$ cat config.mk
export PLATFORM = sky130hd
export DESIGN_NAME = dpll_filter_holdover_config
export DESIGN_NICKNAME = d
export VERILOG_FILES = /design/src/rtl/dpll_cfg_pkg.sv /design/src/rtl/lock_loss_limit.sv /design/src/rtl/dpll_filter_holdover_config.sv
export SDC_FILE = /design/constraint.sdc
export NUM_CORES = 1
export LEC_CHECK = 0
export BUFFER_PORTS_ARGS = -buffer_cell sky130_fd_sc_hd__buf_2
export CORE_ASPECT_RATIO = 0.6
export CORE_MARGIN = 3
export CORE_UTILIZATION = 35
export DETAILED_ROUTE_END_ITERATION = 8
export PLACE_DENSITY_LB_ADDON = 0.3
export SLEW_MARGIN = 20
export SYNTH_ARGS = -nofsm -noshare
export SYNTH_HDL_FRONTEND = slang
export SYNTH_HIERARCHICAL = 1
export SYNTH_SLANG_ARGS = --single-unit
$ cat constraint.sdc
create_clock -name clk_sys -period 1.5 [get_ports clk_sys]
set_input_delay 0.15 -clock clk_sys [delete_from_list [all_inputs] [get_ports clk_sys]]
set_output_delay 0.15 -clock clk_sys [all_outputs]
set_load 0.02 [all_outputs]
$ cat src/rtl/dpll_cfg_pkg.sv
package dpll_cfg_pkg;

    // ------------------------------------------------------------
    // Register byte addresses
    // ------------------------------------------------------------
    localparam logic [7:0] TRIM_ADDR = 8'h00;
    localparam logic [7:0] HOLD_ADDR = 8'h04;
    localparam logic [7:0] BW_ADDR = 8'h08;
    localparam logic [7:0] DAMP_ADDR = 8'h0c;
    localparam logic [7:0] SLEW_ADDR = 8'h10;
    localparam logic [7:0] CTRL_ADDR = 8'h14;
    localparam logic [7:0] STAT_ADDR = 8'h18;
    localparam logic [7:0] IRQ_STAT_ADDR = 8'h1c;
    localparam logic [7:0] IRQ_MASK_ADDR = 8'h20;

    // ------------------------------------------------------------
    // Reset values
    // ------------------------------------------------------------
    localparam logic [7:0] TRIM_RST = 8'h00;
    localparam logic [15:0] HOLD_RST = 16'h3800;
    localparam logic [15:0] BW_RST = 16'h7058;
    localparam logic [15:0] DAMP_RST = 16'h2901;
    localparam logic [31:0] SLEW_RST = 32'h01ffffff;
    localparam logic [1:0] CTRL_RST = 2'h1;

    // ------------------------------------------------------------
    // Writable bit masks
    // ------------------------------------------------------------
    localparam logic [15:0] DAMP_WMASK = 16'h3f3f;
    localparam logic [31:0] SLEW_WMASK = 32'h1fffffff;

    // ------------------------------------------------------------
    // Field positions and limits
    // ------------------------------------------------------------
    localparam int CTRL_AUTO_BIT = 0;
    localparam int CTRL_UPD_DIS_BIT = 1;
    localparam logic [4:0] COARSE_MAX = 5'h14;
    localparam logic [3:0] HISTORY_MAX = 4'ha;
    localparam int IRQ_W = 2;
    localparam int IRQ_LIMIT_BIT = 0;
    localparam int IRQ_CFG_BIT = 1;

endpackage

$ cat src/rtl/lock_loss_limit.sv
`timescale 1ns/10ps
`default_nettype none

module lock_loss_limit
    import dpll_cfg_pkg::*;
(
    input wire logic clk_sys,
    input wire logic rst_n,
    input wire logic [3:0] lol_count,
    input wire logic [3:0] threshold,
    output logic limit_flag,
    output logic rise_pulse
);

    logic flag_reg;

    always_ff @(posedge clk_sys or negedge rst_n)
    begin
        if (!rst_n)
        begin
            flag_reg <= 1'b0;
        end
        else
        begin
            flag_reg <= (lol_count > threshold);
        end
    end

    assign limit_flag = flag_reg;
    assign rise_pulse = (lol_count > threshold) && !flag_reg;

endmodule

`default_nettype wire

$ cat src/rtl/dpll_filter_holdover_config.sv
// Overview of operation
// - Trim is signed 8-bit, resets zero
// - Hold coarse bandwidth, reset 7, zero bypasses
// - Hold coarse bandwidth clamped to 20
// - Hold fine bandwidth zero bypasses filter
// - History code selects seconds, reset zero
// - Limit flag while count exceeds threshold
// - Acquire bandwidth fields, reset 0xE/0
// - Normal bandwidth fields, reset 0xB/0
// - Acquire damping fields, reset 5/1
// - Normal damping fields, reset 0/1
// - 29-bit slew limit, reset 0x1ffffff
// - Auto switch picks acquire while acquiring
`timescale 1ns/10ps
`default_nettype none

module dpll_filter_holdover_config
    import dpll_cfg_pkg::*;
(
    input wire logic clk_sys,
    input wire logic rst_n,
    input wire logic psel,
    input wire logic penable,
    input wire logic pwrite,
    input wire logic [7:0] paddr,
    input wire logic [31:0] pwdata,
    output logic [31:0] prdata,
    output logic pready,
    output logic pslverr,
    input wire logic acquiring,
    input wire logic [3:0] lol_count,
    output logic signed [7:0] trim_offset,
    output logic hold_filter_bypass,
    output logic [4:0] hold_filter_coarse_bw,
    output logic [2:0] hold_filter_fine_bw,
    output logic [3:0] hold_history,
    output logic [4:0] active_coarse_bandwidth,
    output logic [2:0] active_fine_bandwidth,
    output logic [2:0] active_coarse_damping,
    output logic [2:0] active_fine_damping,
    output logic [28:0] slew_limit,
    output logic filter_update_dis,
    output logic lock_loss_limit_flag,
    output logic irq
);

    // ------------------------------------------------------------
    // Bus decode
    // ------------------------------------------------------------
    logic wr_en;
    logic rd_en;
    logic addr_hit;
    logic [7:0] trim_reg;
    logic [15:0] hold_reg;
    logic [15:0] bw_reg;
    logic [15:0] damp_reg;
    logic [31:0] slew_reg;
    logic [1:0] ctrl_reg;
    logic [IRQ_W-1:0] irq_stat_reg;
    logic [IRQ_W-1:0] irq_mask_reg;
    logic [31:0] rdata_next;
    logic [31:0] prdata_reg;
    logic limit_flag;
    logic limit_rise;
    logic cfg_write;
    logic [IRQ_W-1:0] irq_event;
    logic [4:0] hold_coarse_raw;

    // Zero-wait slave: every access completes in its first access cycle
    assign pready = 1'b1;
    assign wr_en = psel && penable && pwrite;
    assign rd_en = psel && !penable && !pwrite;

    always_comb
    begin
        addr_hit = 1'b1;
        case (paddr)
            TRIM_ADDR, HOLD_ADDR, BW_ADDR, DAMP_ADDR, SLEW_ADDR,
            CTRL_ADDR, STAT_ADDR, IRQ_STAT_ADDR, IRQ_MASK_ADDR:
                addr_hit = 1'b1;
            default:
                addr_hit = 1'b0;
        endcase
    end

    assign pslverr = psel && penable && !addr_hit;

    // ------------------------------------------------------------
    // Configuration registers
    // ------------------------------------------------------------
    // trim register
    always_ff @(posedge clk_sys or negedge rst_n)
    begin
        if (!rst_n)
            trim_reg <= TRIM_RST;
        else if (wr_en && paddr == TRIM_ADDR)
            trim_reg <= pwdata[7:0];
    end

    always_ff @(posedge clk_sys or negedge rst_n)
    begin
        if (!rst_n)
            hold_reg <= HOLD_RST;
        else if (wr_en && paddr == HOLD_ADDR)
            hold_reg <= pwdata[15:0];
    end

    always_ff @(posedge clk_sys or negedge rst_n)
    begin
        if (!rst_n)
            bw_reg <= BW_RST;
        else if (wr_en && paddr == BW_ADDR)
            bw_reg <= pwdata[15:0];
    end

    always_ff @(posedge clk_sys or negedge rst_n)
    begin
        if (!rst_n)
            damp_reg <= DAMP_RST;
        else if (wr_en && paddr == DAMP_ADDR)
            damp_reg <= pwdata[15:0] & DAMP_WMASK;
    end

    always_ff @(posedge clk_sys or negedge rst_n)
    begin
        if (!rst_n)
            slew_reg <= SLEW_RST;
        else if (wr_en && paddr == SLEW_ADDR)
            slew_reg <= pwdata & SLEW_WMASK;
    end

    always_ff @(posedge clk_sys or negedge rst_n)
    begin
        if (!rst_n)
            ctrl_reg <= CTRL_RST;
        else if (wr_en && paddr == CTRL_ADDR)
            ctrl_reg <= pwdata[1:0];
    end

    // ------------------------------------------------------------
    // Interrupts
    // ------------------------------------------------------------
    // Config write while the filter still updates breaks the
    // reconfiguration sequence; flag it so software can see it.
    // unprotected reconfiguration flagged
    assign cfg_write = wr_en && !ctrl_reg[CTRL_UPD_DIS_BIT] &&
        (paddr == HOLD_ADDR || paddr == BW_ADDR ||
         paddr == DAMP_ADDR || paddr == SLEW_ADDR ||
         paddr == TRIM_ADDR);

    always_comb
    begin
        irq_event = '0;
        irq_event[IRQ_LIMIT_BIT] = limit_rise;
        irq_event[IRQ_CFG_BIT] = cfg_write;
    end

    genvar gi;
    generate
        for (gi = 0; gi < IRQ_W; gi++)
        begin : g_irq
            // Set wins over a same-cycle clear
            always_ff @(posedge clk_sys or negedge rst_n)
            begin
                if (!rst_n)
                    irq_stat_reg[gi] <= 1'b0;
                else if (irq_event[gi])
                    irq_stat_reg[gi] <= 1'b1;
                else if (wr_en && paddr == IRQ_STAT_ADDR && pwdata[gi])
                    irq_stat_reg[gi] <= 1'b0;
            end
        end
    endgenerate

    always_ff @(posedge clk_sys or negedge rst_n)
    begin
        if (!rst_n)
            irq_mask_reg <= '0;
        else if (wr_en && paddr == IRQ_MASK_ADDR)
            irq_mask_reg <= pwdata[IRQ_W-1:0];
    end

    assign irq = |(irq_stat_reg & irq_mask_reg);

    // ------------------------------------------------------------
    // Read data
    // ------------------------------------------------------------
    // Sampled in setup so data is from a flop during access
    always_comb
    begin
        rdata_next = 32'h00000000;
        case (paddr)
            TRIM_ADDR: rdata_next = {24'h000000, trim_reg};
            HOLD_ADDR: rdata_next = {16'h0000, hold_reg};
            BW_ADDR: rdata_next = {16'h0000, bw_reg};
            DAMP_ADDR: rdata_next = {16'h0000, damp_reg};
            SLEW_ADDR: rdata_next = slew_reg;
            CTRL_ADDR: rdata_next = {30'h00000000, ctrl_reg};
            STAT_ADDR: rdata_next = {31'h00000000, limit_flag};
            IRQ_STAT_ADDR: rdata_next = {30'h00000000, irq_stat_reg};
            IRQ_MASK_ADDR: rdata_next = {30'h00000000, irq_mask_reg};
            default: rdata_next = 32'h00000000;
        endcase
    end

    always_ff @(posedge clk_sys or negedge rst_n)
    begin
        if (!rst_n)
            prdata_reg <= 32'h00000000;
        else if (rd_en)
            prdata_reg <= rdata_next;
    end

    assign prdata = prdata_reg;

    // ------------------------------------------------------------
    // Field outputs to the loop
    // ------------------------------------------------------------
    // signed trim
    assign trim_offset = trim_reg;

    assign hold_coarse_raw = hold_reg[15:11];
    assign hold_filter_coarse_bw = (hold_coarse_raw > COARSE_MAX) ?
        COARSE_MAX : hold_coarse_raw;
    assign hold_filter_fine_bw = hold_reg[10:8];
    // zero coarse bypasses; zero fine bypasses
    assign hold_filter_bypass = (hold_coarse_raw == 5'h00) ||
        (hold_reg[10:8] == 3'h0);
    // history code; codes above ten undefined, saturated
    assign hold_history = (hold_reg[7:4] > HISTORY_MAX) ?
        HISTORY_MAX : hold_reg[7:4];

    // pick acquire set only when auto and acquiring
    always_comb
    begin
        if (ctrl_reg[CTRL_AUTO_BIT] && acquiring)
        begin
            active_coarse_bandwidth = bw_reg[15:11];
            active_fine_bandwidth = bw_reg[10:8];
            active_coarse_damping = damp_reg[13:11];
            active_fine_damping = damp_reg[10:8];
        end
        else
        begin
            active_coarse_bandwidth = bw_reg[7:3];
            active_fine_bandwidth = bw_reg[2:0];
            active_coarse_damping = damp_reg[5:3];
            active_fine_damping = damp_reg[2:0];
        end
    end

    // slew limit to core; software margin
    assign slew_limit = slew_reg[28:0];
    assign filter_update_dis = ctrl_reg[CTRL_UPD_DIS_BIT];

    // ------------------------------------------------------------
    // Lock loss limit
    // ------------------------------------------------------------
    // threshold compare
    lock_loss_limit u_lol
    (
        .clk_sys(clk_sys),
        .rst_n(rst_n),
        .lol_count(lol_count),
        .threshold(hold_reg[3:0]),
        .limit_flag(limit_flag),
        .rise_pulse(limit_rise)
    );

    assign lock_loss_limit_flag = limit_flag;

endmodule

`default_nettype wire

## Word-level counts from Yosys, hierarchy flattened

Index checks and enable logic that the tools add are counted.

| operators by class | value |
|---|---|
| magnitude comparators | 3 |
| multiplexer cells | 12 |
| bitwise logic cells | 1 |
| reductions and logical operators | 36 |
| equal/unequal tests | 8 |

Operators by type and width:

| cell | count |
|---|---|
| $pmux W29 S9 | 1 |
| $eq A8 B5 Y1 const B | 4 |
| $logic_and A1 B1 Y1 | 19 |
| $eq A8 B4 Y1 const B | 2 |
| $mux W5 | 2 |
| $mux W3 | 3 |
| $reduce_or A9 Y1 | 1 |
| $eq A8 B3 Y1 const B | 1 |
| $eq A8 B6 Y1 const B | 1 |
| $logic_not A8 Y1 | 1 |
| $gt A5 B5 Y1 const B | 1 |
| $logic_not A1 Y1 | 5 |
| $logic_not A5 Y1 | 1 |
| $logic_or A1 B1 Y1 | 5 |
| $mux W1 | 5 |
| $gt A4 B4 Y1 | 1 |
| $gt A4 B4 Y1 const B | 1 |
| $mux W4 | 1 |
| $reduce_bool A2 Y1 | 2 |
| $logic_not A3 Y1 | 1 |
| $and A2 B2 Y2 | 1 |
| $reduce_or A2 Y1 | 1 |

| storage, ports and cells | value |
|---|---|
| logic and storage cells | 71 |
| output and inout port bits | 101 |
| input port bits | 50 |
| register bits after elaboration | 120 |

## Longest topological paths before layout

Gate-level depths: netlist of run 1.

| logic depth | value |
|---|---|
| word-level depth | 7 |
| depth in mapped cells | 7 |
| depth with buffers taken out | 6 |

## Modules after synthesis

Netlist of run 1, hierarchy kept.

Modules (own cells, without submodules):

| module | area an instance (µm²) | seq. area each (µm²) | cells an instance | instances |
|---|---|---|---|---|
| dpll_filter_holdover_config | 5383.9 | 2951.6 | 397 | 1 |
| lock_loss_limit | 141.4 | 25.0 | 15 | 1 |

## Worst setup path after synthesis of run 1

No wires, ideal clock.

| path | value |
|---|---|
| kind | input -> register |
| from | in paddr[5] |
| to | reg hold_reg[10] |
| data arrival time | 1.734 ns |
| stages on the path | 6 |
| slack | -0.359 ns |
| path buffers | 2 |
| required time | 1.375 ns |
| library setup time | 0.125 ns |
| cells stage by stage | or3_4 -> or2_1 -> buf_2 -> nor3b_4 -> buf_6 -> mux2_2 |

| between the ends | value |
|---|---|
| cells in the longest elaborated chain, start to end | 2 |

Ends and longest elaborated chain:

| what | RTL line | source |
|---|---|---|
| start: declaration | dpll_filter_holdover_config.sv:25 | `input wire logic [7:0] paddr,` |
| $eq A8 B3 Y1 | dpll_filter_holdover_config.sv:104 | `else if (wr_en && paddr == HOLD_ADDR)` |
| $logic_and A1 B1 Y1 | dpll_filter_holdover_config.sv:104 |  |
| end signal: assignment | dpll_filter_holdover_config.sv:105 | `hold_reg <= pwdata[15:0];` |
| end: declaration | dpll_filter_holdover_config.sv:54 | `logic [15:0] hold_reg;` |

No other way between the ends.
A chain may end at the register's enable or synchronous reset.

## Final worst setup path of run 1

| path | value |
|---|---|
| from | reg ctrl_reg[0] |
| to | out active_fine_bandwidth[0] |

| between the ends | value |
|---|---|
| cells in the longest elaborated chain, start to end | 2 |

Ends and longest elaborated chain:

| what | RTL line | source |
|---|---|---|
| start: declaration | dpll_filter_holdover_config.sv:58 | `logic [1:0] ctrl_reg;` |
| start signal: assignment | dpll_filter_holdover_config.sv:137 | `ctrl_reg <= pwdata[1:0];` |
| $logic_and A1 B1 Y1 | dpll_filter_holdover_config.sv:236 | `if (ctrl_reg[CTRL_AUTO_BIT] && acquiring)` |
| $mux W3 | dpll_filter_holdover_config.sv:236 |  |
| end: declaration | dpll_filter_holdover_config.sv:38 | `output logic [2:0] active_fine_bandwidth,` |

No other way between the ends.

==> run metrics, run 1 <==
status finished, violations left; violated checks setup timing; antenna violations before repair 0; first drt pass iteration count 4; xor/xnor share of the synthesized area 0; WL final about 17000 um; critical path buffer and inverter count 2; cell area power density around 1000 mW/mm^2; Worst Setup Slack, final -301 ps; FFs w/ async S/R, synth 1.00; Max Freq 555 MHz; clk root buf clkbuf_16; Synth Area in Compound Gates 0.115; drt initial violations approximately 280; crit path max-delay cell type dfstp_2; Starting Density 0.369; Area growth, synth to finish 40.9%; # DRC 0; area leader, netlist dfrtp_1; Die ar. between 0.015 and 0.02 sq mm; ANT nets after route 0; port bufs 143; Max-Cap Viols 0; Mapped Cells ~410; Adder-Cell Fraction of Synth Area 0.00906; clock buffer depth 2; total CTS buffers 17; clk sink count approximately 120; Top FF cell, synth dfrtp_1; Post-synth EDFFs 0; Worst-path clk slew 50 ps; CP top delay family flip-flops; startpoint types flop; worst skew pair latency ~420 ps; mapped cell area roughly 0.0055 sq mm; fin area slightly below 0.008 sq mm; area of the multi-input gates about 0.0025 sq mm; Avg Cell Area, Syn roughly 13 sq um; gr usage total 0.204; CP max stage delay 540 ps; post-synth top area share 0.353; grt total ovfl 0; Worst EP arrival between 1500 and 2000 ps; Post-Synth Simple-Gate Area 0.0695; synth unique cells 51; Reg area between 0.002 and 0.003 sq mm; Post-DP HPWL roughly 13000 um; Final nets 671; die height around 100 um; row count 34; number of global-route vias before repair 4518; H-tree depth 4; Setup TNS -4120 ps; Placer Congestion between 0.8 and 0.9; Worst Path Max Fanout 14; area of the core ~0.015 sq mm; most common cell in the synthesized netlist mux2_2; fillers 1305; largest family of logic cells by synthesized area multiplexers; Leak a little under 0.004 uW; Crit Path Category reg -> out; CP endpoint kind primary output; type of the worst min-delay path in -> reg; DR WL/cell roughly 21 um; register area share after synthesis 0.539; Syn. warnings 6; max-slew violations 0; I/O pins approximately 150; ranking of synthesized cells by area dfrtp_1 35%, mux2_2 21%, dfstp_2 19%; min Tclk post-route around 1800 ps; critical-path cell list nand2_2 -> buf_12 -> mux2_2 -> buf_2; TritonCTS clock tree done; Ant. Diodes 0; Worst Path Required approximately 1400 ps; number of setup violations in the final report 15; ratio of cells with drive above 1 in the final layout 0.632; first-pass GRT wire length between 20000 and 30000 um; Fin. Hold Viols 0; mean number of vias per cell about 5.4; mux share of post-synthesis cell area 0.233; fin crit share 1.20; peak supply drop 818 uV; flops & latches, synth approximately 120; clock skew between 9 and 10 ps; synth cell count leaders 104 x mux2_2, 78 x dfrtp_1, 39 x dfstp_2; Die W around 170 um; unrepaired setup endpoints after global routing yes; largest net degree at the start of global routing 30; Cell Area, Placed 0.00691 sq mm; routed vias roughly 4500
-- cells in the final DEF, fill, tap and decap left out, drive strengths merged, types with 4 or more instances in the layout --
cell type	n
mux2i	7
nand2	13
nor3	7
a222oi	4
buf	202
a21oi	7
a22oi	6
ha	4
and3	4
dfrtp	78
o2bb2ai	9
o21ai	12
conb	4
a21o	4
a32oi	5
nor2b	5
a22o	24
mux2	104
dlygate4sd3	14
clkbuf	24
nor2	6
inv	4
dfstp	39
-- per-layer routing --
metal / up-vias / global-route usage / wire length (um)
li1: 1969 / - / -
met1: 2320 / 0.308 / 8750
met2: 176 / 0.289 / 7190
met3: 21 / 0.0539 / 1240
met4: 0 / 0.0559 / 241
met5: - / 0 / 0
-- kinds of logic (layout without fill, tap and decap cells) --
group	after synthesis	in the layout
AOI/OAI and AO/OA	82	82
adders and majority gates	4	4
buffers and inverters	36	252
DFF	117	117
muxes	113	113
other	2	4
and+or+nand+nor	58	58
-- repair_timing --
action	4_1_cts	5_1_grt
hold buffers	14	0
hold endpoints to repair	28	0
resized for setup	27	8
pin swaps	3	2
buffers inserted	3	1
endpoints found under the setup margin	34	33
-- through the flow --
| step | hold WS [ps] | total power (uW) | std cells | utilization | setup slack, ps |
|---|---|---|---|---|---|
| 4_1_cts | 9.38 | 8120 | 827 | 0.518 | -309 |
| 3_5_place_dp | 129 | 3890 | 778 | 0.462 | -476 |
| 5_1_grt | 17.3 | 8320 | 828 | 0.520 | -346 |
| 3_3_place_gp | 121 | 3870 | 778 | 0.462 | -422 |
| 2_1_floorplan | -146 | 3550 | 414 | - | -336 |
| 6_report | 17.4 | 8050 | 828 | 0.520 | -301 |
-- report_power, final --
part / internal [uW] / switching, uW / leakage (uW)
registers: 3220 / 38.8 / 0.00147
logic: 262 / 358 / 0.00211
clock network: 2740 / 1430 / 0.000286
-- worst paths after layout --
kind	from	end	slack (ps)	depth (start not counted)
min in group asynchronous	rst_n	bw_reg[5]$_DFFE_PN0P_	230	2
worst min register to register	prdata[3]$_DFFE_PN0P_	prdata[3]$_DFFE_PN0P_	490	2
worst max register to register	irq_stat_reg[0]$_DFFE_PN0P_	prdata[0]$_DFFE_PN0P_	120	3
worst min-delay path	pwdata[11]	hold_reg[11]$_DFFE_PN1P_	20	2
max in group asynchronous	rst_n	damp_reg[0]$_DFFE_PN1P_	640	3
worst max-delay path	ctrl_reg[0]$_DFFE_PN1P_	active_fine_bandwidth[0]	-300	4
-- area by class of cell --
cell class | instances | share of cell area
Timing Repair Buffer | 216 | 0.190
Clock inverter | 8 | 0.0157
Sequential cell | 117 | 0.383
Inverter | 4 | 0.00193
Tap cell | 198 | 0.0318
Multi-Input combinational cell | 261 | 0.316
Clock buffer | 24 | 0.0619
Power figures use the tool's default switching activity.
==> run 2: changes to the inputs <==
Settings changed: CORE_ASPECT_RATIO 0.6 to unset, GPL_TIMING_DRIVEN set to 0.
==> run 2 against run 1 <==
The run still ends with setup timing left; via count shrank 3.0%; clock-buffer cell count grew 5; total power shrank 3.9%; critical path depth is the same; critical endpoint is now active_fine_bandwidth[1].
==> run metrics, run 2 (same netlist as run 1, synthesis figures left out) <==
final std cells w/o fill 835 (+0.85%); grt total ovfl 0 (unchanged); clk sink count 117 (unchanged); # DRC 0 (unchanged); first-pass GRT wire length 26800 um (+0.13%); Min Hold Slack 25.3 ps (+7.92 ps); Worst Setup Slack, final -342 ps (-41.3 ps); clock skew 7.61 ps (-2.04 ps); Worst EP arrival 1690 ps (+40 ps); min Tclk post-route 1840 ps (+41.3 ps); TritonCTS clock tree done; Area growth, synth to finish 42.9%; Worst Path Required 1350 ps (about the same); Post-DP HPWL 12100 um (-6.6%); clock buffer depth 2 (unchanged); die height 132 um (+27%); CP endpoint kind primary output; first drt pass iteration count 6 (+2); total CTS buffers 17 (unchanged); startpoint types flop; Inst Count DP 769 (-1.2%); Final nets 663 (-1.2%); Fin. Hold Viols 0 (unchanged); Worst Path Max Fanout 5 (-9); largest net degree at the start of global routing 67 (+120%); Critical Path Sink active_fine_bandwidth[1]; Starting Density 0.361 (-0.00820); Max-Cap Viols 0 (unchanged); max-slew violations 0 (unchanged); Worst-path clk slew 50 ps (about the same); Cell Area, Placed 0.00661 sq mm (-4.3%); type of the worst min-delay path in -> reg; Max-Slew Margin vs Limit 0.558; Placer Congestion 0.867 (-3.5%); WL final 17400 um (+0.15%); Reg2Reg Depth 4 (+1); gr usage total 0.201 (-0.00311); status finished, violations left; Die W 132 um (-22%); number of setup violations in the final report 48 (+33); number of global-route vias before repair 4566 (+1.1%); routed vias 4350 (-3.0%); CP Launch Point ctrl_reg[0]$_DFFE_PN1P_; peak supply drop 784 uV (-4.1%); port bufs 143 (unchanged); FF-to-FF setup slack 50 ps (-70 ps); Crit Path Category reg -> out; ANT nets after route 0 (unchanged); mean number of vias per cell 5.21 (-3.8%); fin area 0.00790 sq mm (+1.4%); row count 45 (+32%); unrepaired setup endpoints after global routing yes; Crit Reg-Reg Startpoint ctrl_reg[0]$_DFFE_PN1P_; antenna violations before repair 3 (+3); cell area power density 979 mW/mm^2 (-5.3%); pre-CTS setup slack -895 ps (-419 ps); violated checks setup timing; Slew @ Worst Pin 663 ps; commonest cells after routing, fill and taps aside 124 x buf_2, 75 x dfrtp_1, 66 x mux2_2, 39 x dfstp_2, 38 x mux2_4; Leak 0.00386 uW (-0.38%); I/O pins 151 (unchanged); DR WL/cell 20.9 um (-0.69%); Tot Pwr 7730 uW (-3.9%); clk root buf clkbuf_16; Die ar. 0.0173 sq mm (-0.28%); ratio of cells with drive above 1 in the final layout 0.614 (-0.0176); fin crit share 1.23 (+0.0276); drt initial violations 260 (-6.8%); worst skew pair latency 420 ps (about the same); H-tree depth 4 (unchanged); most common cell after layout, fill and taps aside buf_2; area of the core 0.0153 sq mm (+2.3%); RR Endpoint prdata[0]$_DFFE_PN0P_; Max Freq 543 MHz (-2.2%); fillers 1357 (+4.0%)
[run 2: repair_timing]
item	in CTS	in global routing
setup buffers	9	8
gates cloned	2	1
endpoints found under the hold margin	48	0
pin swaps	9	9
setup endpoints to repair	93	61
hold buffers	14	0
resized for setup	76	40
[run 2: worst min path at each step]
stage                     from  slack, ps  depth (start not counted)                       end
floorplan                rst_n       -150                          0     bw_reg[0]$_DFFE_PN0P_
global placement    pwdata[17]        390                          2  slew_reg[17]$_DFFE_PN1P_
detailed placement       rst_n        150                          1    prdata[22]$_DFFE_PN0P_
CTS                 pwdata[15]          8                          2  slew_reg[15]$_DFFE_PN1P_
global route        pwdata[14]         20                          2  hold_reg[14]$_DFFE_PN0P_
finish              pwdata[14]         30                          2  hold_reg[14]$_DFFE_PN0P_
[run 2: power breakdown]
part / switching, uW / internal [uW]
sequential: 44.5 / 3230
clock: 1330 / 2540
combinational: 349 / 241
[run 2: final cells by class]
cell class / instances / area, sq um / share of cell area
Antenna cell: 2 / 5.00 / 0.000634
Buffer: 30 / 230 / 0.0292
Clock buffer: 29 / 531 / 0.0672
Clock inverter: 3 / 40.0 / 0.00507
Inverter: 4 / 15.0 / 0.00190
Multi-Input combinational cell: 261 / 2610 / 0.331
Sequential cell: 117 / 2980 / 0.377
Tap cell: 211 / 264 / 0.0334
Timing Repair Buffer: 178 / 1220 / 0.155
[run 2: critical path: stages (launching register included)]
cell and delay (ps):
dfstp_2 550, nand2_4 110, buf_8 160, mux2_4 320, buf_6 140
[run 2: routing by layer]
metal	wire (um)	vias to the layer above	track usage
met5	7	-	0
met4	425	2	0.0823
met3	1180	31	0.0517
met2	8360	166	0.318
met1	7470	2202	0.262
li1	-	1949	-
[run 2: stage by stage]
step | util | setup TNS (ps)
6_report | 0.516 | -6190
5_1_grt | 0.516 | -7690
4_1_cts | 0.501 | -4960
3_5_place_dp | 0.432 | -63520
3_3_place_gp | 0.429 | -166460
2_1_floorplan | - | -12270
